--- src/hdl/ldc_pkg.sv ---
// package: register map, field layout, reset values and timing counts for the led dimming control
`default_nettype none
package ldc_pkg;
  // register offsets
  localparam logic [7:0] LDC_OFFSET_DIMMING = 8'h19;
  localparam logic [7:0] LDC_OFFSET_CTRL_FIRST = 8'h1a;
  localparam logic [7:0] LDC_OFFSET_CTRL_SECOND = 8'h1b;
  // dimming register fields
  localparam int LDC_RANGE_BIT = 7;
  localparam int LDC_DUTY_MSB = 6;
  // control register fields
  localparam int LDC_ENABLE_BIT = 0;
  // reset values: low range, duty code 29 means 30 percent
  localparam logic [7:0] LDC_DIMMING_RESET = 8'h1d;
  localparam logic [7:0] LDC_CTRL_FIRST_RESET = 8'h00;
  localparam logic [7:0] LDC_CTRL_SECOND_RESET = 8'h00;
  // duty code limits
  localparam logic [6:0] LDC_DUTY_MAX_CODE = 7'h63;
  localparam logic [6:0] LDC_STEPS = 7'h64;
  // timing
  localparam int LDC_CLOCK_HZ = 10000000;
  localparam int LDC_PWM_HZ = 200;
  localparam int LDC_STEP_CYCLES = LDC_CLOCK_HZ / (LDC_PWM_HZ * 100);
  // state of the modulator
  typedef enum logic [0:0] {
    LDC_IDLE = 1'b0,
    LDC_RUN = 1'b1
  } ldc_state_type;
endpackage
`default_nettype wire

--- src/hdl/ldc_top.sv ---
// led string dimming control: range select and pwm modulator gating both sinks
// What this block does
// - range bit one selects high range resistor
// - range bit zero, default, selects low range
// - pwm gates both sinks together, 200 Hz
// - duty 1 to 100 percent, default 30
// - writing 63h gives constant full duty
// - enable and settings from control registers
// how it works: a divider makes a one-cycle step pulse every STEP_CYCLES clocks,
// and a phase counter walks 0 to 99 on those pulses, so one pwm period is 100 steps.
// both sinks share one flop, so they can never switch apart by a cycle.
// the sink is on while the phase is not above the duty code, which gives code+1
// steps of 100; codes from 63h upward hold the sinks on for the whole period.
// limitation: a new duty code takes effect at once, mid-period, so the period in
// which software writes may show one odd pulse width.
// while the converter is disabled the divider and phase are parked at zero, so the
// first period after enable always starts with the sinks on.
`default_nettype none
module ldc_top #(
  parameter int STEP_CYCLES = ldc_pkg::LDC_STEP_CYCLES
) (
  input wire logic CLOCK,
  input wire logic ARST_N,
  input wire logic WRITE_ENABLE,
  input wire logic [7:0] ADDRESS,
  input wire logic [7:0] WRITE_DATA,
  output logic [7:0] READ_DATA,
  output logic HIGH_RANGE_SELECT,
  output logic LOW_RANGE_SELECT,
  output logic FIRST_STRING_SINK,
  output logic SECOND_STRING_SINK,
  output logic CONVERTER_ENABLE
);
  import ldc_pkg::*;
  // refuse step counts the divider cannot serve: the step counter is sixteen bits wide,
  // and a count of zero would wrap the compare value to 65535, giving a 65536-cycle step
  if (STEP_CYCLES < 1 || STEP_CYCLES > 65535) begin : g_bad_step
    $error("STEP_CYCLES out of range");
  end
  // register store, read data registered one cycle behind the address
  logic [7:0] dimming; // range bit and duty code
  logic [7:0] ctrl_first; // bit 0 enables the converter
  logic [7:0] ctrl_second; // stored for software, no effect here
  logic [7:0] read_data; // registered read data
  ldc_regfile u_regs (
    .clock(CLOCK),
    .arst_n(ARST_N),
    .write_enable(WRITE_ENABLE),
    .address(ADDRESS),
    .write_data(WRITE_DATA),
    .read_data(read_data),
    .dimming(dimming),
    .ctrl_first(ctrl_first),
    .ctrl_second(ctrl_second)
  );
  assign READ_DATA = read_data;
  logic enable; // converter enable from control
  logic [6:0] duty_code; // saturated duty code
  logic [15:0] step_count; // divider for one percent step
  logic step_tick; // one percent step enable
  logic [6:0] phase; // position within pwm period
  ldc_state_type state; // modulator idle or running
  logic [15:0] next_step_count; // next divider count
  logic next_step_tick; // next step pulse
  logic [6:0] next_phase; // next phase
  ldc_state_type next_state; // next modulator state
  logic next_sink; // next gate for both sinks
  logic sink; // gate shared by both sinks
  logic next_high_range; // next high range select
  logic high_range; // high range select flop
  logic next_low_range; // next low range select
  logic low_range; // low range select flop
  logic next_enable_out; // next converter enable output
  logic enable_out; // converter enable flop
  // control decode and duty saturation
  always_comb begin
    enable = ctrl_first[LDC_ENABLE_BIT];
    // codes above 63h would ask for more than 100 percent, so clamp them
    if (dimming[LDC_DUTY_MSB:0] > LDC_DUTY_MAX_CODE) begin
      duty_code = LDC_DUTY_MAX_CODE;
    end else begin
      // codes up to 63h pass through unchanged
      duty_code = dimming[LDC_DUTY_MSB:0];
    end
  end
  // modulator next values
  always_comb begin
    next_step_count = step_count;
    next_step_tick = 1'b0;
    next_phase = phase;
    next_state = state;
    next_sink = 1'b0;
    case (state)
      LDC_IDLE: begin
        // parked: divider and phase held at zero so enable starts a clean period
        next_step_count = 16'h0000;
        next_phase = 7'h00;
        if (enable) begin
          next_state = LDC_RUN;
        end
      end
      LDC_RUN: begin
        // running: stop at once when software clears the enable
        if (!enable) begin
          next_state = LDC_IDLE;
        end else begin
          // step divider, 100 steps make one 200 Hz period
          if (step_count == 16'(STEP_CYCLES - 1)) begin
            next_step_count = 16'h0000;
            next_step_tick = 1'b1;
          end else begin
            next_step_count = step_count + 16'h0001;
          end
          // phase advances once per step and wraps after the hundredth
          if (step_tick) begin
            next_phase = (phase == LDC_STEPS - 7'h01) ? 7'h00 : phase + 7'h01;
          end
          // on while phase <= code: code+1 steps of 100; 63h is always on
          next_sink = (next_phase <= duty_code);
        end
      end
      // an unused code falls back to idle
      default: next_state = LDC_IDLE;
    endcase
  end
  // modulator registers
  always_ff @(posedge CLOCK or negedge ARST_N) begin
    if (!ARST_N) begin
      step_count <= 16'h0000;
      step_tick <= 1'b0;
      phase <= 7'h00;
      state <= LDC_IDLE;
      sink <= 1'b0;
    end else begin
      step_count <= next_step_count;
      step_tick <= next_step_tick;
      phase <= next_phase;
      state <= next_state;
      sink <= next_sink;
    end
  end
  // range and enable next values: the range pair is decoded from one bit, so the two
  // selects can never be on together, and the enable is delayed one cycle like the rest
  always_comb begin
    next_high_range = dimming[LDC_RANGE_BIT];
    next_low_range = !dimming[LDC_RANGE_BIT];
    next_enable_out = enable;
  end
  // range and enable registers; low range is the reset default
  always_ff @(posedge CLOCK or negedge ARST_N) begin
    if (!ARST_N) begin
      high_range <= 1'b0;
      low_range <= 1'b1;
      enable_out <= 1'b0;
    end else begin
      high_range <= next_high_range;
      low_range <= next_low_range;
      enable_out <= next_enable_out;
    end
  end
  // every output comes straight from a flop; both sinks share one so they switch together
  assign FIRST_STRING_SINK = sink;
  assign SECOND_STRING_SINK = sink;
  assign HIGH_RANGE_SELECT = high_range;
  assign LOW_RANGE_SELECT = low_range;
  assign CONVERTER_ENABLE = enable_out;
  // range selects are exclusive, one of the two resistors is always chosen
  a_range_exclusive: assert property (@(posedge CLOCK) disable iff (!ARST_N)
    HIGH_RANGE_SELECT != LOW_RANGE_SELECT)
    else $error("range selects not exclusive");
  // high range select trails the range bit by one cycle
  a_range_follow: assert property (@(posedge CLOCK) disable iff (!ARST_N)
    ##1 HIGH_RANGE_SELECT == $past(dimming[LDC_RANGE_BIT]))
    else $error("range not following bit");
  // the two sink gates never differ
  a_sinks_together: assert property (@(posedge CLOCK) disable iff (!ARST_N)
    FIRST_STRING_SINK == SECOND_STRING_SINK)
    else $error("sinks differ");
  // with the top code held while running, the sinks never switch off
  a_full_duty: assert property (@(posedge CLOCK) disable iff (!ARST_N)
    (state == LDC_RUN && enable && duty_code == LDC_DUTY_MAX_CODE) [*2] |-> sink)
    else $error("full duty not constant");
  // a parked modulator keeps the sinks off
  a_off_disabled: assert property (@(posedge CLOCK) disable iff (!ARST_N)
    (!enable && state == LDC_IDLE) |=> !sink)
    else $error("sink on while disabled");
  // the clamped code never exceeds the full duty code
  a_duty_saturate: assert property (@(posedge CLOCK) disable iff (!ARST_N)
    duty_code <= LDC_DUTY_MAX_CODE)
    else $error("duty code above limit");
  // in steady running the gate is on exactly while phase is not above the code
  a_phase_duty: assert property (@(posedge CLOCK) disable iff (!ARST_N)
    (state == LDC_RUN && $past(state) == LDC_RUN && enable && $stable(duty_code)) |->
    (sink == (phase <= duty_code)))
    else $error("sink disagrees with phase");
  // the phase stays inside one period of 100 steps
  a_phase_wrap: assert property (@(posedge CLOCK) disable iff (!ARST_N)
    phase < LDC_STEPS)
    else $error("phase out of range");
  // converter enable output trails the control bit by one cycle
  a_enable_follow: assert property (@(posedge CLOCK) disable iff (!ARST_N)
    ##1 CONVERTER_ENABLE == $past(ctrl_first[LDC_ENABLE_BIT]))
    else $error("enable not following control");
  // the phase only moves on a step pulse, which fixes the period length
  a_phase_step: assert property (@(posedge CLOCK) disable iff (!ARST_N)
    (state == LDC_RUN && enable && !step_tick) |=> $stable(phase))
    else $error("phase moved without a step");
  // cover: converter switched on
  c_enable: cover property (@(posedge CLOCK) disable iff (!ARST_N) $rose(CONVERTER_ENABLE));
  // cover: a sink pulse ends inside a period
  c_sink_off: cover property (@(posedge CLOCK) disable iff (!ARST_N) $fell(FIRST_STRING_SINK));
  // cover: high range chosen
  c_high_range: cover property (@(posedge CLOCK) disable iff (!ARST_N) HIGH_RANGE_SELECT);
  // cover: the top code reached while running
  c_full_duty: cover property (@(posedge CLOCK) disable iff (!ARST_N)
    state == LDC_RUN && duty_code == LDC_DUTY_MAX_CODE);
  // cover: the phase wraps at the end of a period
  c_phase_wrap: cover property (@(posedge CLOCK) disable iff (!ARST_N)
    step_tick && phase == LDC_STEPS - 7'h01);
endmodule
`default_nettype wire

--- src/hdl/ldc_regfile.sv ---
// small register store: three byte registers with registered read data
`default_nettype none
module ldc_regfile (
  input wire logic clock,
  input wire logic arst_n,
  input wire logic write_enable,
  input wire logic [7:0] address,
  input wire logic [7:0] write_data,
  output logic [7:0] read_data,
  output logic [7:0] dimming,
  output logic [7:0] ctrl_first,
  output logic [7:0] ctrl_second
);
  import ldc_pkg::*;
  logic [7:0] next_dimming;
  logic [7:0] next_ctrl_first;
  logic [7:0] next_ctrl_second;
  logic [7:0] next_read_data;
  // write decode and read mux
  always_comb begin
    next_dimming = dimming;
    next_ctrl_first = ctrl_first;
    next_ctrl_second = ctrl_second;
    if (write_enable && address == LDC_OFFSET_DIMMING) begin
      next_dimming = write_data;
    end
    if (write_enable && address == LDC_OFFSET_CTRL_FIRST) begin
      next_ctrl_first = write_data;
    end
    if (write_enable && address == LDC_OFFSET_CTRL_SECOND) begin
      next_ctrl_second = write_data;
    end
    case (address)
      LDC_OFFSET_DIMMING: next_read_data = dimming;
      LDC_OFFSET_CTRL_FIRST: next_read_data = ctrl_first;
      LDC_OFFSET_CTRL_SECOND: next_read_data = ctrl_second;
      default: next_read_data = 8'h00;
    endcase
  end
  // register stage
  always_ff @(posedge clock or negedge arst_n) begin
    if (!arst_n) begin
      dimming <= LDC_DIMMING_RESET;
      ctrl_first <= LDC_CTRL_FIRST_RESET;
      ctrl_second <= LDC_CTRL_SECOND_RESET;
      read_data <= 8'h00;
    end else begin
      dimming <= next_dimming;
      ctrl_first <= next_ctrl_first;
      ctrl_second <= next_ctrl_second;
      read_data <= next_read_data;
    end
  end
endmodule
`default_nettype wire

--- config.mk ---
export PLATFORM = sky130hd
export DESIGN_NAME = ldc_top
export DESIGN_NICKNAME = d
export VERILOG_FILES = /design/src/hdl/ldc_pkg.sv /design/src/hdl/ldc_top.sv /design/src/hdl/ldc_regfile.sv
export SDC_FILE = /design/constraint.sdc
export NUM_CORES = 1
export LEC_CHECK = 0
export ABC_CLOCK_PERIOD_IN_PS = 2150
export BUFFER_PORTS_ARGS = -buffer_cell sky130_fd_sc_hd__clkbuf_2
export CORE_UTILIZATION = 39
export CTS_CLUSTER_DIAMETER = 150
export DETAILED_ROUTE_END_ITERATION = 16
export GPL_ROUTABILITY_DRIVEN = 0
export SETUP_SLACK_MARGIN = 0.2
export SLEW_MARGIN = 10
export SYNTH_ARGS = -nofsm -noshare
export SYNTH_HDL_FRONTEND = slang
export SYNTH_SLANG_ARGS = --single-unit
--- constraint.sdc ---
create_clock -name CLOCK -period 2.15 [get_ports CLOCK]
set_clock_uncertainty 0.1 [all_clocks]
set_input_delay 0.215 -clock CLOCK [delete_from_list [all_inputs] [get_ports CLOCK]]
set_output_delay 0.215 -clock CLOCK [all_outputs]
set_load 0.01 [all_outputs]
==> results by stage, run 1 <==
STA:
- Setup violations remaining at the end of the flow were counted as 0.
- Setup repair after global routing could not meet its margin everywhere.
- The final worst-path cycle share is 99.13%.
- The count of endpoints failing hold in the final timing report is 0.
- The transition time at the pin with the least slew margin is 0.4044 ns.
- The max-slew violation count is 0.
- Measured against its own limit, the worst slew margin works out to 72.67%.
- The maximum achievable frequency is 469.2 MHz.
- The shortest clock period the worst path allows after layout is 2.131 ns.
- The worst hold margin is 0.04095 ns.

Worst setup path:
- The largest fanout on the critical path is 5.
- Data on the critical path is required at its endpoint by 2.30 ns.
- At the worst endpoint, the arrival time is 2.28 ns.
- The worst setup path is launched from a register.
- The kind of critical path is register to register.
- The kind of end point of the critical path is a register.

Layout:
- The final non-filler cell total is 442.
- Cells fill 48.81% of the core in the end.
- After filler insertion, the fill cell instance count of the layout stands at 720.
- Compared with the post-synthesis result, the final layout area differs by 21.91%.
- The total inserted antenna cells is 0.
- For this run, the post-layout net count is 363.
- The library cell used most frequently in the layout, excluding fill and tap cells, is sky130_fd_sc_hd__dfrtp_1.
- In the layout the commonest cells are sky130_fd_sc_hd__dfrtp_1 (52), sky130_fd_sc_hd__nor2_1 (32), sky130_fd_sc_hd__clkbuf_2 (31).
- Of the cells placed in the final design, the portion with a size suffix greater than 1 is 36.76%.
- The final design area excluding fillers is 0.003752 mm².

Synth:
- After Yosys synthesis, and, or, nand and nor cells account for 20.57% of the synthesized area.
- The xor and xnor area share after synthesis is 4.268%.
- By area, the combinational part of the netlist is dominated by simple AND/OR/NAND/NOR gates.
- The synthesized design contains 0 enable-type register cells.
- The most used flip-flop cell after synthesis is sky130_fd_sc_hd__dfrtp_1.
- The share of synthesized area occupied by flip-flops and latches is 48.98%.
- The synthesized netlist occupies a cell area of 0.003078 mm².
- The number of different library cells used by synthesis comes to 51.
- The cell type with the highest aggregate area in the netlist is sky130_fd_sc_hd__dfrtp_1.
- After synthesis, the cell types taking the most area are sky130_fd_sc_hd__dfrtp_1 (45%), sky130_fd_sc_hd__mux2_2 (11%), sky130_fd_sc_hd__dfstp_2 (4.3%), sky130_fd_sc_hd__nor2_1 (4.1%), sky130_fd_sc_hd__ha_1 (3.7%).
- The average cell area after synthesis is 10.65 µm².
- Synthesis inferred 60 register bits.
- The Yosys step of the flow raised 0 warnings.
- The area fraction in compound gates after synthesis is 8.537%.
- The post-synth net total is 317.
- Synthesis handed over a netlist of 289 instances.
- The mux share of post-synthesis cell area is 11.30%.
- The area share of fa/ha/maj cells after synthesis is 3.659%.
- After synthesis, the largest area contributor takes up 44.72% of total cell area.
- The share of async-settable or async-resettable flops after synthesis is 100.0%.

Run status:
- The flow ran to the end, and the final reports show no timing, DRC or antenna violations.

Clock network:
- The clock edge transition at the registers on the reported setup and hold paths is 0.07 ns.
- The clock drives 60 sinks.
- The CTS buffer count is 9.
- The tree is rooted in a sky130_fd_sc_hd__clkbuf_8.
- At the later pin of the worst-skew pair, clock insertion delay measures 0.34 ns.
- The TritonCTS clock tree is yes.
- The maximum level of the CTS H-tree is 3.
- The deepest clock path buffer count is 2.

Route:
- The violation count after the first detailed-routing iteration is 129.
- The number of optimization iterations in the first detailed-route pass is 4.
- The antenna violation net count after detailed routing is 0.
- Summed over all layers, the routed wires come to 6436 µm.
- The average via count per standard cell is 5.133.
- The wire length per cell is 14.56 µm.
- The post-detailed-route DRC marker count is 0.
- The number of vias in the routed layout is 2,269.

Die:
- 32 I/O pins were placed.
- The area enclosed by the die boundary is 0.008251 mm².
- In this run the horizontal extent of the chip is 90.84 µm.
- In this run the standard cell core region covers 0.007687 mm².
- The starting density of the core is 40.04%.
- The number of cell rows is 32.
- The overall die height is 90.84 µm.

Global route:
- The total routing usage reported by global routing is 16.87%.
- The number of global-route vias before repair is 2,186.
- The initial antenna violation count was 0.
- The global-route congestion overflow total is 0.
- The first global-routing pass estimated 10,830 µm of wire.
- The maximum number of pins on one net before global-route repair is 61.

Place:
- The total half-perimeter wirelength after legalization and detailed placement is 4313 µm.
- The number of buffer cells added on primary ports is 31.
- The placed instances occupy a cell area of 0.003418 mm².
- The count of placed standard cells including taps is 423.

Pwr:
- In this run the static leakage power is 1.688 nW.
- IR analysis of the VDD net gives a maximum drop of 0.4874 mV.
- The power per cell area is 666.4 mW/mm².

Run:
- The tool flagged a number of max-cap violations equal to 0.

Worst hold path:
- The tightest min-delay check is of the input port to register type.
final timing paths:
check	cells after the start	endpoint	slack, ns	startpoint
min in group asynchronous	3	phase[4]$_DFFE_PN0P_	0.33	ARST_N
max in group asynchronous	3	LOW_RANGE_SELECT$_DFF_PN1_	1.32	ARST_N
worst max-delay path	10	FIRST_STRING_SINK$_DFF_PN0_	0.02	phase[1]$_DFFE_PN0P_
worst min register to register	0	HIGH_RANGE_SELECT$_DFF_PN0_	0.30	u_regs.dimming[7]$_DFFE_PN0P_
worst max register to register	10	FIRST_STRING_SINK$_DFF_PN0_	0.02	phase[1]$_DFFE_PN0P_
worst min-delay path	2	u_regs.dimming[7]$_DFFE_PN0P_	0.04	WRITE_DATA[7]
worst max-delay path, stage by stage (launching register included):
cell	delay, ns
sky130_fd_sc_hd__dfrtp_1	0.36
sky130_fd_sc_hd__ha_2	0.18
sky130_fd_sc_hd__and3_4	0.22
sky130_fd_sc_hd__and3_4	0.23
sky130_fd_sc_hd__nor2_1	0.05
sky130_fd_sc_hd__ha_1	0.28
sky130_fd_sc_hd__and4_1	0.21
sky130_fd_sc_hd__nand4_1	0.13
sky130_fd_sc_hd__nand2_1	0.09
sky130_fd_sc_hd__nor2_1	0.04
sky130_fd_sc_hd__a211oi_2	0.16
cell families (layout without fill, tap and decap cells):
kind of cell | Yosys count | in the layout
AO/OA/AOI/OAI | 40 | 41
buffers and inverters | 18 | 68
adder cells (fa/ha/maj) | 9 | 9
AND/OR/NAND/NOR | 116 | 116
multiplexers | 31 | 31
flip-flops | 60 | 60
XOR/XNOR | 15 | 15
metal layers:
layer,GRT usage (%),part of all wire (%)
met1,23.26,51
met2,25.44,44
met5,0,0
met3,3.620,3.1
met4,7.540,2.0
power breakdown:
group | total [mW] | switching (mW) | internal [mW] | leakage, nW
logic | 0.162 | 0.0919 | 0.0706 | 0.763
clock network | 1.17 | 0.446 | 0.719 | 0.114
registers | 1.17 | 0.0151 | 1.16 | 0.811
layout make-up:
type / instances / area (µm²) / share of cell area, %
Tap cell: 102 / 127.6 / 3.401
Clock buffer: 13 / 158.9 / 4.235
Clock inverter: 3 / 68.82 / 1.834
Sequential cell: 60 / 1511 / 40.28
Inverter: 6 / 22.52 / 0.6002
Timing Repair Buffer: 46 / 282.8 / 7.536
Multi-Input combinational cell: 212 / 1580 / 42.11
cell usage after synthesis, drive strengths merged, types with 5 or more instances:
| master | n |
|---|---|
| dfrtp | 55 |
| nor2 | 36 |
| mux2 | 30 |
| nand2 | 24 |
| o21ai | 10 |
| ha | 9 |
| nand4 | 9 |
| a22oi | 8 |
| clkbuf | 8 |
| nand3 | 8 |
| xor2 | 8 |
| a21oi | 7 |
| xnor2 | 7 |
| and3 | 6 |
| inv | 6 |
| nor2b | 6 |
| nor3 | 6 |
| dfstp | 5 |
stage by stage:
stage | power [mW] | setup WS [ns] | setup TNS, ns
detailed placement | 1.349 | -0.08111 | -0.08111
finish | 2.500 | 0.01872 | 0
global placement | 1.345 | 0.03123 | 0
CTS | 2.530 | 0.03283 | 0
floorplan | 1.271 | 0.1007 | 0
global route | 2.589 | -0.1228 | -0.1228
timing repair:
| action | CTS | global route |
|---|---|---|
| gates cloned | 0 | 1 |
| hold endpoints to repair | 55 | 0 |
| resized for setup | 10 | 8 |
| hold buffers | 1 | 0 |
| buffers inserted | 1 | 0 |
| pin swaps | 2 | 1 |
| endpoints found under the setup margin | 2 | 15 |
sequential cells by signal, summed over array words and instances (netlist names):
signal,flops
HIGH_RANGE_SELECT,1
u_regs.ctrl_first,8
phase,7
u_regs.read_data,8
u_regs.ctrl_second,8
u_regs.dimming,8
CONVERTER_ENABLE,1
step_count,16
FIRST_STRING_SINK,1
LOW_RANGE_SELECT,1
step_tick,1
No activity file was read; power rests on OpenSTA's default activity.
==> inputs of run 2 (changes only) <==
--- a/config.mk
+++ b/config.mk
@@ -5,6 +5,7 @@
 export SDC_FILE = /design/constraint.sdc
 export NUM_CORES = 1
 export LEC_CHECK = 0
+export ABC_AREA = 1
 export ABC_CLOCK_PERIOD_IN_PS = 2150
 export BUFFER_PORTS_ARGS = -buffer_cell sky130_fd_sc_hd__clkbuf_2
 export CORE_UTILIZATION = 39
==> run 2 against run 1 <==
Against the previous run: fmax rose by 9.5%; hold slack got worse by 0.00073 ns; die area rose by 5.0%.
==> results by stage, run 2 <==
Run status:
- The run finished with clean final reports.

Die:
- The overall die height is 93.07 µm (+2.5%).
- The area enclosed by the die boundary is 0.008661 mm² (+5.0%).
- The number of cell rows is 32 (unchanged).
- The overall die width is 93.07 µm (+2.5%).
- The starting density of the core is 41.01% (+0.97 points).
- The core region area was 0.007888 mm² (+2.6%).
- The number of top-level pins is 32 (unchanged).

Layout:
- The filler cell count is 776 (+7.8%).
- The utilization after layout is 49.89% (+1.1 points).
- The area growth from synthesis to layout is 21.66%.
- The total inserted antenna cells is 0 (unchanged).
- The top register by number of flip-flops is step_count.
- The number of flip-flops in the largest register is 16 (unchanged).
- The number of nets in the layout is 481 (+33%).
- The most common library cell in the layout ignoring fill and taps is sky130_fd_sc_hd__nand2_1.
- In the layout the commonest cells are sky130_fd_sc_hd__nand2_1 (105), sky130_fd_sc_hd__dfrtp_1 (53), sky130_fd_sc_hd__inv_1 (45).
- The share of final-layout standard cells stronger than drive strength 1 is 24.45% (-12 points).
- The final design area excluding fillers was 0.003935 mm² (+4.9%).

Clock network:
- The CTS buffer count came to 9 (unchanged).
- The deepest clock path buffer count came to 2 (unchanged).
- The count of clock tree sinks was 60 (unchanged).
- The buffer type at the clock tree root is sky130_fd_sc_hd__clkbuf_8.
- The maximum level of the CTS H-tree was 3 (unchanged).
- TritonCTS built the clock tree.
- The clock edge transition at the registers on the reported setup and hold paths was 0.07 ns (about the same).
- The later-pin clock latency in the skew report is 0.34 ns (about the same).

Worst setup path:
- The required time reported for the critical path endpoint is 2.32 ns (+0.02 ns).
- The data arrival time of the worst path came to 2.12 ns (-0.16 ns).
- The critical path is of the register to register type.
- The worst setup path is launched from a register.
- The largest fanout on the critical path is 4 (-1).
- STA classifies the critical path endpoint as a register.

Route:
- The uppermost signal routing layer after detailed routing is met4.
- The wire length per cell is 12.95 µm (-11%).
- The post-detailed-route DRC marker count is 0 (unchanged).
- The sum of met3 wire segment lengths after detailed routing is 283 µm (+42%).
- The sum of routed wire segments on met1 is 3216 µm (-1.1%).
- The met2 wire length is 3637 µm (+27%).
- The number of vias in the routed layout is 2,804 (+24%).
- The total wirelength of the detailed-routed design came to 7252 µm (+13%).
- The violation count after the first detailed-routing iteration is 135 (+4.7%).
- The number of optimization iterations in the first detailed-route pass is 4 (unchanged).
- The average via count per standard cell came to 5.007 (-2.5%).
- The antenna violation net count after detailed routing came to 0 (unchanged).

Global route:
- The initial antenna violation count is 0 (unchanged).
- The global-route congestion overflow total is 0 (unchanged).
- The number of global-route vias before repair came to 2,753 (+26%).
- The total routing usage reported by global routing is 18.69% (+1.8 points).
- The first-pass GRT wire length came to 12,570 µm (+16%).
- The maximum number of pins on one net before global-route repair is 42 (-31%).

Pwr:
- The total power was 2.673 mW (+6.9%).
- The static leakage is 1.907 nW (+13%).
- The internal power of the cells is 1.830 mW (-6.0%).
- The largest vdd supply drop is 0.3112 mV (-36%).
- The clock network fraction of design power is 34.1% (-13 points).
- The share of power burned in combinational logic is 16.5% (+10 points).
- The switching share of power is 31.51% (+9.4 points).
- The power per cell area came to 679.2 mW/mm² (+1.9%).
- The switching power total is 0.8423 mW (+52%).
- The power share of the sequential group came to 49.4% (+2.5 points).

Synth:
- The count of warnings emitted by yosys is 0 (unchanged).
- The average cell area after synthesis came to 8.026 µm² (-25%).
- The number of flops mapped to enable cells by yosys is 0 (unchanged).
- The dominant combinational cell family by area after synthesis is simple AND/OR/NAND/NOR gates.
- The area fraction in compound gates after synthesis came to 11.06% (+2.5 points).
- The post-synth net total is 431 (+36%).
- The share of synthesized area occupied by flip-flops and latches is 46.62% (-2.4 points).
- The post-synthesis instance total is 403 (+39%).
- By count the netlist is led by sky130_fd_sc_hd__nand2_1 (108), sky130_fd_sc_hd__dfrtp_1 (55), sky130_fd_sc_hd__inv_1 (50).
- Among all flip-flop cells after synthesis, the most frequent one is sky130_fd_sc_hd__dfrtp_1.
- The fraction of synthesized cell area taken by the top area cell type is 42.55% (-2.2 points).
- The cell with the most instances after synthesis is sky130_fd_sc_hd__nand2_1.
- The area share of fa/ha/maj cells after synthesis came to 3.482% (-0.18 points).
- The mux share of post-synthesis cell area is 0% (-11 points).
- The xor and xnor area share after synthesis is 1.083% (-3.2 points).
- The cell type with the highest aggregate area in the netlist is sky130_fd_sc_hd__dfrtp_1.
- The simple logic cell fraction of the synthesized area was 30.06% (+9.5 points).
- The post-synthesis cell area is 0.003234 mm² (+5.1%).
- The number of different library cells in the post-synthesis netlist came to 30 (-41%).
- The share of async-settable or async-resettable flops after synthesis is 100.0% (unchanged).
- The flip-flop and latch count after synthesis is 60 (unchanged).
- By area the synthesized netlist is led by sky130_fd_sc_hd__dfrtp_1 (43%), sky130_fd_sc_hd__nand2_1 (13%), sky130_fd_sc_hd__inv_1 (5.8%), sky130_fd_sc_hd__nand3_1 (5.6%), sky130_fd_sc_hd__nor2_1 (5.3%).

Place:
- The placed standard-cell area is 0.003511 mm² (+2.7%).
- The number of buffer cells added on primary ports was 31 (unchanged).
- The total half-perimeter wirelength after legalization and detailed placement was 5164 µm (+20%).

Worst hold path:
- The min-delay analysis places its worst path in the category input port to register.

STA:
- The worst hold margin is 0.04022 ns (-0.0007292 ns).
- The shortest clock period the worst path allows after layout is 1.947 ns (-0.1843 ns).
- Setup repair after global routing could not meet its margin everywhere.
- The number of endpoints failing setup at the final stage is 0 (unchanged).
- The maximum achievable frequency is 513.6 MHz (+9.5%).
- The transition time at the pin with the least slew margin is 0.5302 ns (+0.1259 ns).
- The max-slew violation count is 0 (unchanged).
- The sum of negative setup slack is 0 ns (unchanged).
- The count of endpoints failing hold in the final timing report is 0 (unchanged).
- The final worst-path cycle share is 90.56% (-8.6 points).
- The tightest slew margin relative to the limit is 64.65% (-8.0 points).

Run:
- The total of max-cap violations is 0 (unchanged).
## run 2: cell count changes after synthesis, moves of 5 or more
cell / delta
sky130_fd_sc_hd__nor2b_1: -6
sky130_fd_sc_hd__nand3_1: +28
sky130_fd_sc_hd__o21ai_0: +12
sky130_fd_sc_hd__mux2_2: -30
sky130_fd_sc_hd__clkbuf_1: -6
sky130_fd_sc_hd__o21ai_2: +15
sky130_fd_sc_hd__a22oi_1: -8
sky130_fd_sc_hd__nand2_1: +85
sky130_fd_sc_hd__o211ai_1: +5
sky130_fd_sc_hd__xnor2_1: -7
sky130_fd_sc_hd__and3_1: -6
sky130_fd_sc_hd__inv_1: +44
sky130_fd_sc_hd__nor2_1: +12
## run 2: worst paths after layout
check / startpoint / cells after the start / end / slack, ns
worst max-delay path: phase[1]$_DFFE_PN0P_ / 12 / FIRST_STRING_SINK$_DFF_PN0_ / 0.20
worst min-delay path: WRITE_DATA[0] / 3 / u_regs.ctrl_first[0]$_DFFE_PN0P_ / 0.04
worst max register to register: phase[1]$_DFFE_PN0P_ / 12 / FIRST_STRING_SINK$_DFF_PN0_ / 0.20
worst min register to register: u_regs.dimming[7]$_DFFE_PN0P_ / 0 / HIGH_RANGE_SELECT$_DFF_PN0_ / 0.31
max in group asynchronous: ARST_N / 3 / LOW_RANGE_SELECT$_DFF_PN1_ / 1.01
min in group asynchronous: ARST_N / 2 / u_regs.read_data[4]$_DFF_PN0_ / 0.28
## run 2: worst max-delay path: stages (launching register included)
cell and delay (ns):
sky130_fd_sc_hd__dfrtp_1 0.37, sky130_fd_sc_hd__ha_2 0.20, sky130_fd_sc_hd__nand2_4 0.07, sky130_fd_sc_hd__nor2_4 0.12
sky130_fd_sc_hd__inv_2 0.06, sky130_fd_sc_hd__o21ai_1 0.12, sky130_fd_sc_hd__nand2_1 0.09, sky130_fd_sc_hd__inv_1 0.10
sky130_fd_sc_hd__ha_4 0.21, sky130_fd_sc_hd__a21o_1 0.14, sky130_fd_sc_hd__nand3_1 0.07, sky130_fd_sc_hd__nand3_2 0.08
sky130_fd_sc_hd__a21oi_2 0.14
## run 2: stage by stage
step           setup WS [ns]  instances
2_1_floorplan         0.3071        403
3_3_place_gp          0.2027        532
3_5_place_dp         0.07797        532
4_1_cts               0.2177        558
5_1_grt              0.08444        560
6_report              0.2030        560
## run 2: cell type report
| cell class | instances | area [µm²] | area share, % |
|---|---|---|---|
| clock buffer | 10 | 127.6 | 3.243 |
| inverter | 52 | 195.2 | 4.960 |
| timing repair buffer | 47 | 307.8 | 7.822 |
| sequential | 60 | 1510 | 38.38 |
| clock inverter | 6 | 48.80 | 1.240 |
| tap | 102 | 127.6 | 3.243 |
| multi-input combinational | 283 | 1618 | 41.11 |
## run 2: power groups by stage
stage / logic [mW] / registers (mW) / clock network [mW]
global route: 0.510 / 1.34 / 1.00
floorplan: 0.297 / 1.33 / 0
finish: 0.440 / 1.32 / 0.911
global placement: 0.413 / 1.34 / 0
detailed placement: 0.421 / 1.34 / 0
CTS: 0.438 / 1.32 / 0.934
## run 2: metal layers
metal | GRT usage [%] | vias up
li1 | - | 1409
met1 | 23.30 | 1330
met2 | 31.56 | 56
met3 | 5.447 | 9
met4 | 5.000 | 0
met5 | 0 | -
## run 2: cells by family after synthesis
group,Yosys count
flops,60
xor+xnor,4
fa+ha+maj,9
buf+inv,60
compound gates,54
simple gates,216
## run 2: timing repair
item	in CTS	in global routing
gates cloned	0	0
buffers inserted	2	2
hold endpoints to repair	24	0
pin swaps	3	12
endpoints found under the setup margin	1	1
hold buffers	8	0
resized for setup	6	26
==> inputs of run 3 (changes only) <==
--- a/config.mk
+++ b/config.mk
@@ -12,8 +12,10 @@
 export CTS_CLUSTER_DIAMETER = 150
 export DETAILED_ROUTE_END_ITERATION = 16
 export GPL_ROUTABILITY_DRIVEN = 0
+export PLACE_DENSITY = 0.65
 export SETUP_SLACK_MARGIN = 0.2
 export SLEW_MARGIN = 10
 export SYNTH_ARGS = -nofsm -noshare
 export SYNTH_HDL_FRONTEND = slang
+export SYNTH_HIERARCHICAL = 1
 export SYNTH_SLANG_ARGS = --single-unit
==> run 3 against run 2 <==
Against the previous run: critical path depth did not move; fmax decreased by 4.9%; die area rose by 7.5%; flip-flop and latch count unchanged; worst setup slack got worse by 0.10 ns; first-iteration DRC count grew 17%; hold slack got worse by 0.029 ns; combinational power is 65% lower; largest power group unchanged; register-to-register slack worse by 0.10 ns; core utilization fell by 3.8 points; synthesized cell count is 14% higher.
==> results by stage, run 3 <==
Pwr:
- The power per cell area came to 619.4 mW/mm² (-8.8%).
- The internal power of the cells was 1.866 mW (+2.0%).
- The power share of the sequential group is 47.5% (-1.9 points).
- The switching share of power is 24.72% (-6.8 points).
- The static leakage is 2.040 nW (+7.0%).
- The switching power total was 0.6129 mW (-27%).
- The largest vdd supply drop is 0.3310 mV (+6.3%).
- The clock network fraction of design power is 46.3% (+12 points).
- The share of power burned in combinational logic is 6.2% (-10 points).

Layout:
- The number of nets in the layout is 527 (+9.6%).
- Compared with the post-synthesis result, the final layout area differs by 14.91%.
- Leaving out fill and tap cells, the most frequent cells in the layout are sky130_fd_sc_hd__nand2_1 (142), sky130_fd_sc_hd__nand3_1 (58), sky130_fd_sc_hd__dfrtp_1 (54).
- The share of final-layout standard cells stronger than drive strength 1 is 19.84% (-4.6 points).
- The filler cell count is 867 (+12%).
- The most common library cell in the layout ignoring fill and taps is sky130_fd_sc_hd__nand2_1.
- The top register by number of flip-flops is step_count.
- The number of flip-flops in the largest register is 16 (unchanged).
- The total inserted antenna cells came to 0 (unchanged).

Synth:
- The count of warnings emitted by yosys was 6 (+6).
- The share of synthesized area occupied by flip-flops and latches is 43.28% (-3.3 points).
- The commonest cells after synthesis are sky130_fd_sc_hd__nand2_1 (146), sky130_fd_sc_hd__nand3_1 (59), sky130_fd_sc_hd__dfrtp_1 (55).
- The fraction of synthesized cell area taken by the top area cell type was 39.51% (-3.0 points).
- The post-synthesis cell area is 0.003483 mm² (+7.7%).
- The post-synth net total is 489 (+13%).
- Sorting the synthesized cells by area gives the leading types as sky130_fd_sc_hd__dfrtp_1 (40%), sky130_fd_sc_hd__nand2_1 (16%), sky130_fd_sc_hd__nand3_1 (8.5%), sky130_fd_sc_hd__nand4_1 (6.5%), sky130_fd_sc_hd__inv_1 (4.7%).
- Among all cell types in the netlist, the one instantiated most often is sky130_fd_sc_hd__nand2_1.
- The cell type with the highest aggregate area in the netlist is sky130_fd_sc_hd__dfrtp_1.
- The number of flops mapped to enable cells by yosys is 0 (unchanged).
- The average cell area after synthesis is 7.556 µm² (-5.9%).
- The post-synthesis instance total is 461 (+14%).
- The most used flip-flop cell after synthesis is sky130_fd_sc_hd__dfrtp_1.
- The number of different library cells in the post-synthesis netlist is 29 (-3.3%).
- The share of async-settable or async-resettable flops after synthesis is 100.0% (unchanged).
- The flip-flop and latch count after synthesis is 60 (unchanged).

Route:
- The violation count after the first detailed-routing iteration is 158 (+17%).
- The total wirelength of the detailed-routed design is 7749 µm (+6.9%).
- The post-detailed-route DRC marker count is 0 (unchanged).
- The number of optimization iterations in the first detailed-route pass is 5 (+1).
- The number of vias in the routed layout was 3,128 (+12%).
- The antenna violation net count after detailed routing came to 0 (unchanged).
- The wire length per cell came to 12.66 µm (-2.2%).
- The average via count per standard cell came to 5.111 (+2.1%).

Worst setup path:
- The worst setup path is captured at a register.
- The worst setup path is launched from a register.
- The worst register-to-register path ends at FIRST_STRING_SINK$_DFF_PN0_.
- The required time reported for the critical path endpoint came to 2.31 ns (about the same).
- The data arrival time of the worst path is 2.20 ns (+0.08 ns).
- The cell count of the worst reg-to-reg path is 12 (unchanged).
- The worst setup path is of the register to register kind.
- The slack of the worst reg-to-reg path is 0.10 ns (-0.10 ns).
- The largest fanout on the critical path is 6 (+2).
- The worst register-to-register path begins at phase[0]$_DFFE_PN0P_.

Clock network:
- The deepest clock path buffer count is 2 (unchanged).
- The maximum level of the CTS H-tree is 3 (unchanged).
- TritonCTS built the clock tree.
- The clock edge transition at the registers on the reported setup and hold paths was 0.08 ns (about the same).
- The later-pin clock latency in the skew report is 0.34 ns (about the same).
- The count of clock tree sinks is 60 (unchanged).
- CTS placed an instance of sky130_fd_sc_hd__clkbuf_8 at the clock tree root.
- The CTS buffer count came to 9 (unchanged).

Run status:
- The flow ran to the end, and the final reports show no timing, DRC or antenna violations.

Die:
- The overall die width came to 96.51 µm (+3.7%).
- The number of top-level pins was 32 (unchanged).
- The area enclosed by the die boundary is 0.009313 mm² (+7.5%).
- The number of cell rows is 34 (+6.3%).
- The overall die height is 96.51 µm (+3.7%).
- The core region area is 0.008678 mm² (+10%).
- The starting density of the core is 40.14% (-0.87 points).

STA:
- The sum of negative setup slack is 0 ns (unchanged).
- The tightest slew margin relative to the limit was 64.08% (-0.58 points).
- The max-slew violation count is 0 (unchanged).
- The setup slack of the critical path after layout was 0.1034 ns (-0.09960 ns).
- The number of endpoints failing setup at the final stage was 0 (unchanged).
- The transition time at the pin with the least slew margin came to 0.5389 ns (+0.008627 ns).
- The count of endpoints failing hold in the final timing report is 0 (unchanged).
- The final worst-path cycle share was 95.19% (+4.6 points).
- The shortest clock period the worst path allows after layout is 2.047 ns (+0.09960 ns).
- Setup repair after global routing could not meet its margin everywhere.
- The worst hold margin is 0.01162 ns (-0.02860 ns).
- The maximum achievable frequency is 488.6 MHz (-4.9%).

Global route:
- The global-route congestion overflow total was 0 (unchanged).
- The first-pass GRT wire length was 13,270 µm (+5.5%).
- The initial antenna violation count is 0 (unchanged).
- The number of global-route vias before repair came to 2,780 (+0.98%).
- The maximum number of pins on one net before global-route repair is 29 (-31%).
- The total routing usage reported by global routing is 18.45% (-0.24 points).

Worst hold path:
- The start point of the worst hold path is WRITE_DATA[0].
- The cell count of the worst hold path was 3 (unchanged).
- The worst hold endpoint is u_regs/dimming[0]$_DFFE_PN1P_.
- The class of the tightest hold or removal check is input port to register.

Run:
- The total of max-cap violations is 0 (unchanged).

Place:
- The worst setup slack after placement is -0.009843 ns (-0.08781 ns).
- The number of buffer cells added on primary ports is 31 (unchanged).
- The total half-perimeter wirelength after legalization and detailed placement is 5452 µm (+5.6%).
[run 3: cells by family (layout without fill, tap and decap cells)]
kind of cell,count (synthesis),after routing,synth area share [%]
buf+inv,63,106,8.728
simple gates,308,308,41.09
compound gates,18,18,2.910
xor+xnor,3,3,0.7544
fa+ha+maj,9,9,3.233
flops,60,60,43.28
[run 3: area by class of cell]
cell class / instances / area [µm²] / share of cell area [%]
multi-input cells: 338 / 1710 / 42.73
flip-flops and latches: 60 / 1509 / 37.70
repair buffers: 43 / 247.7 / 6.189
inverters: 47 / 176.4 / 4.408
well taps: 108 / 135.1 / 3.376
clock buffers: 9 / 123.9 / 3.095
clock inverters: 7 / 100.1 / 2.501
[run 3: through the flow]
stage | cell area, µm² | total power, mW | std cells | util, %
detailed placement | 3701 | 1.352 | 591 | 42.65
global placement | 3701 | 1.346 | 591 | 42.65
finish | 4003 | 2.479 | 612 | 46.12
floorplan | 3486 | 1.287 | 461 | -
global route | 4003 | 2.576 | 612 | 46.12
CTS | 3981 | 2.503 | 611 | 45.88
[run 3: metal layers]
metal | global-route usage [%] | routed length, µm | up-vias
met2 | 28.70 | 3670 | 56
met1 | 25.51 | 3743 | 1479
li1 | - | - | 1582
met5 | 0 | 0 | -
met3 | 4.460 | 244 | 11
met4 | 5.270 | 91 | 0
[run 3: worst max-delay path by stage]
stage / from / to / cells past startpoint
floorplan: phase[0]$_DFFE_PN0P_ / FIRST_STRING_SINK$_DFF_PN0_ / 13
global placement: phase[1]$_DFFE_PN0P_ / FIRST_STRING_SINK$_DFF_PN0_ / 13
detailed placement: phase[1]$_DFFE_PN0P_ / FIRST_STRING_SINK$_DFF_PN0_ / 12
CTS: phase[0]$_DFFE_PN0P_ / FIRST_STRING_SINK$_DFF_PN0_ / 12
global route: phase[0]$_DFFE_PN0P_ / FIRST_STRING_SINK$_DFF_PN0_ / 13
finish: phase[0]$_DFFE_PN0P_ / FIRST_STRING_SINK$_DFF_PN0_ / 12
[run 3: worst max-delay path, cell delays in order, from the launching register on]
cell and delay, ns:
sky130_fd_sc_hd__dfrtp_1 0.36, sky130_fd_sc_hd__ha_2 0.20, sky130_fd_sc_hd__nand2_4 0.07, sky130_fd_sc_hd__nor3_4 0.12
sky130_fd_sc_hd__nand2_2 0.12, sky130_fd_sc_hd__nand2_2 0.09, sky130_fd_sc_hd__nand2_1 0.06, sky130_fd_sc_hd__and2_1 0.14
sky130_fd_sc_hd__ha_1 0.28, sky130_fd_sc_hd__nand2_2 0.07, sky130_fd_sc_hd__nor2_2 0.11, sky130_fd_sc_hd__nand4_1 0.09
sky130_fd_sc_hd__a21oi_1 0.15
[run 3: power by group through the flow]
| stage | combinational [mW] | clock [mW] | sequential (mW) |
|---|---|---|---|
| floorplan | 0.0927 | 0 | 1.19 |
| global placement | 0.148 | 0 | 1.20 |
| detailed placement | 0.152 | 0 | 1.20 |
| CTS | 0.156 | 1.17 | 1.18 |
| global route | 0.177 | 1.22 | 1.18 |
| finish | 0.153 | 1.15 | 1.18 |
[run 3: timing repair]
action	4_1_cts	5_1_grt
buffers inserted	3	1
gates resized for setup	7	4
endpoints found under the setup margin	1	1
pin swaps	7	3
hold buffers	1	0
endpoints found under the hold margin	15	0
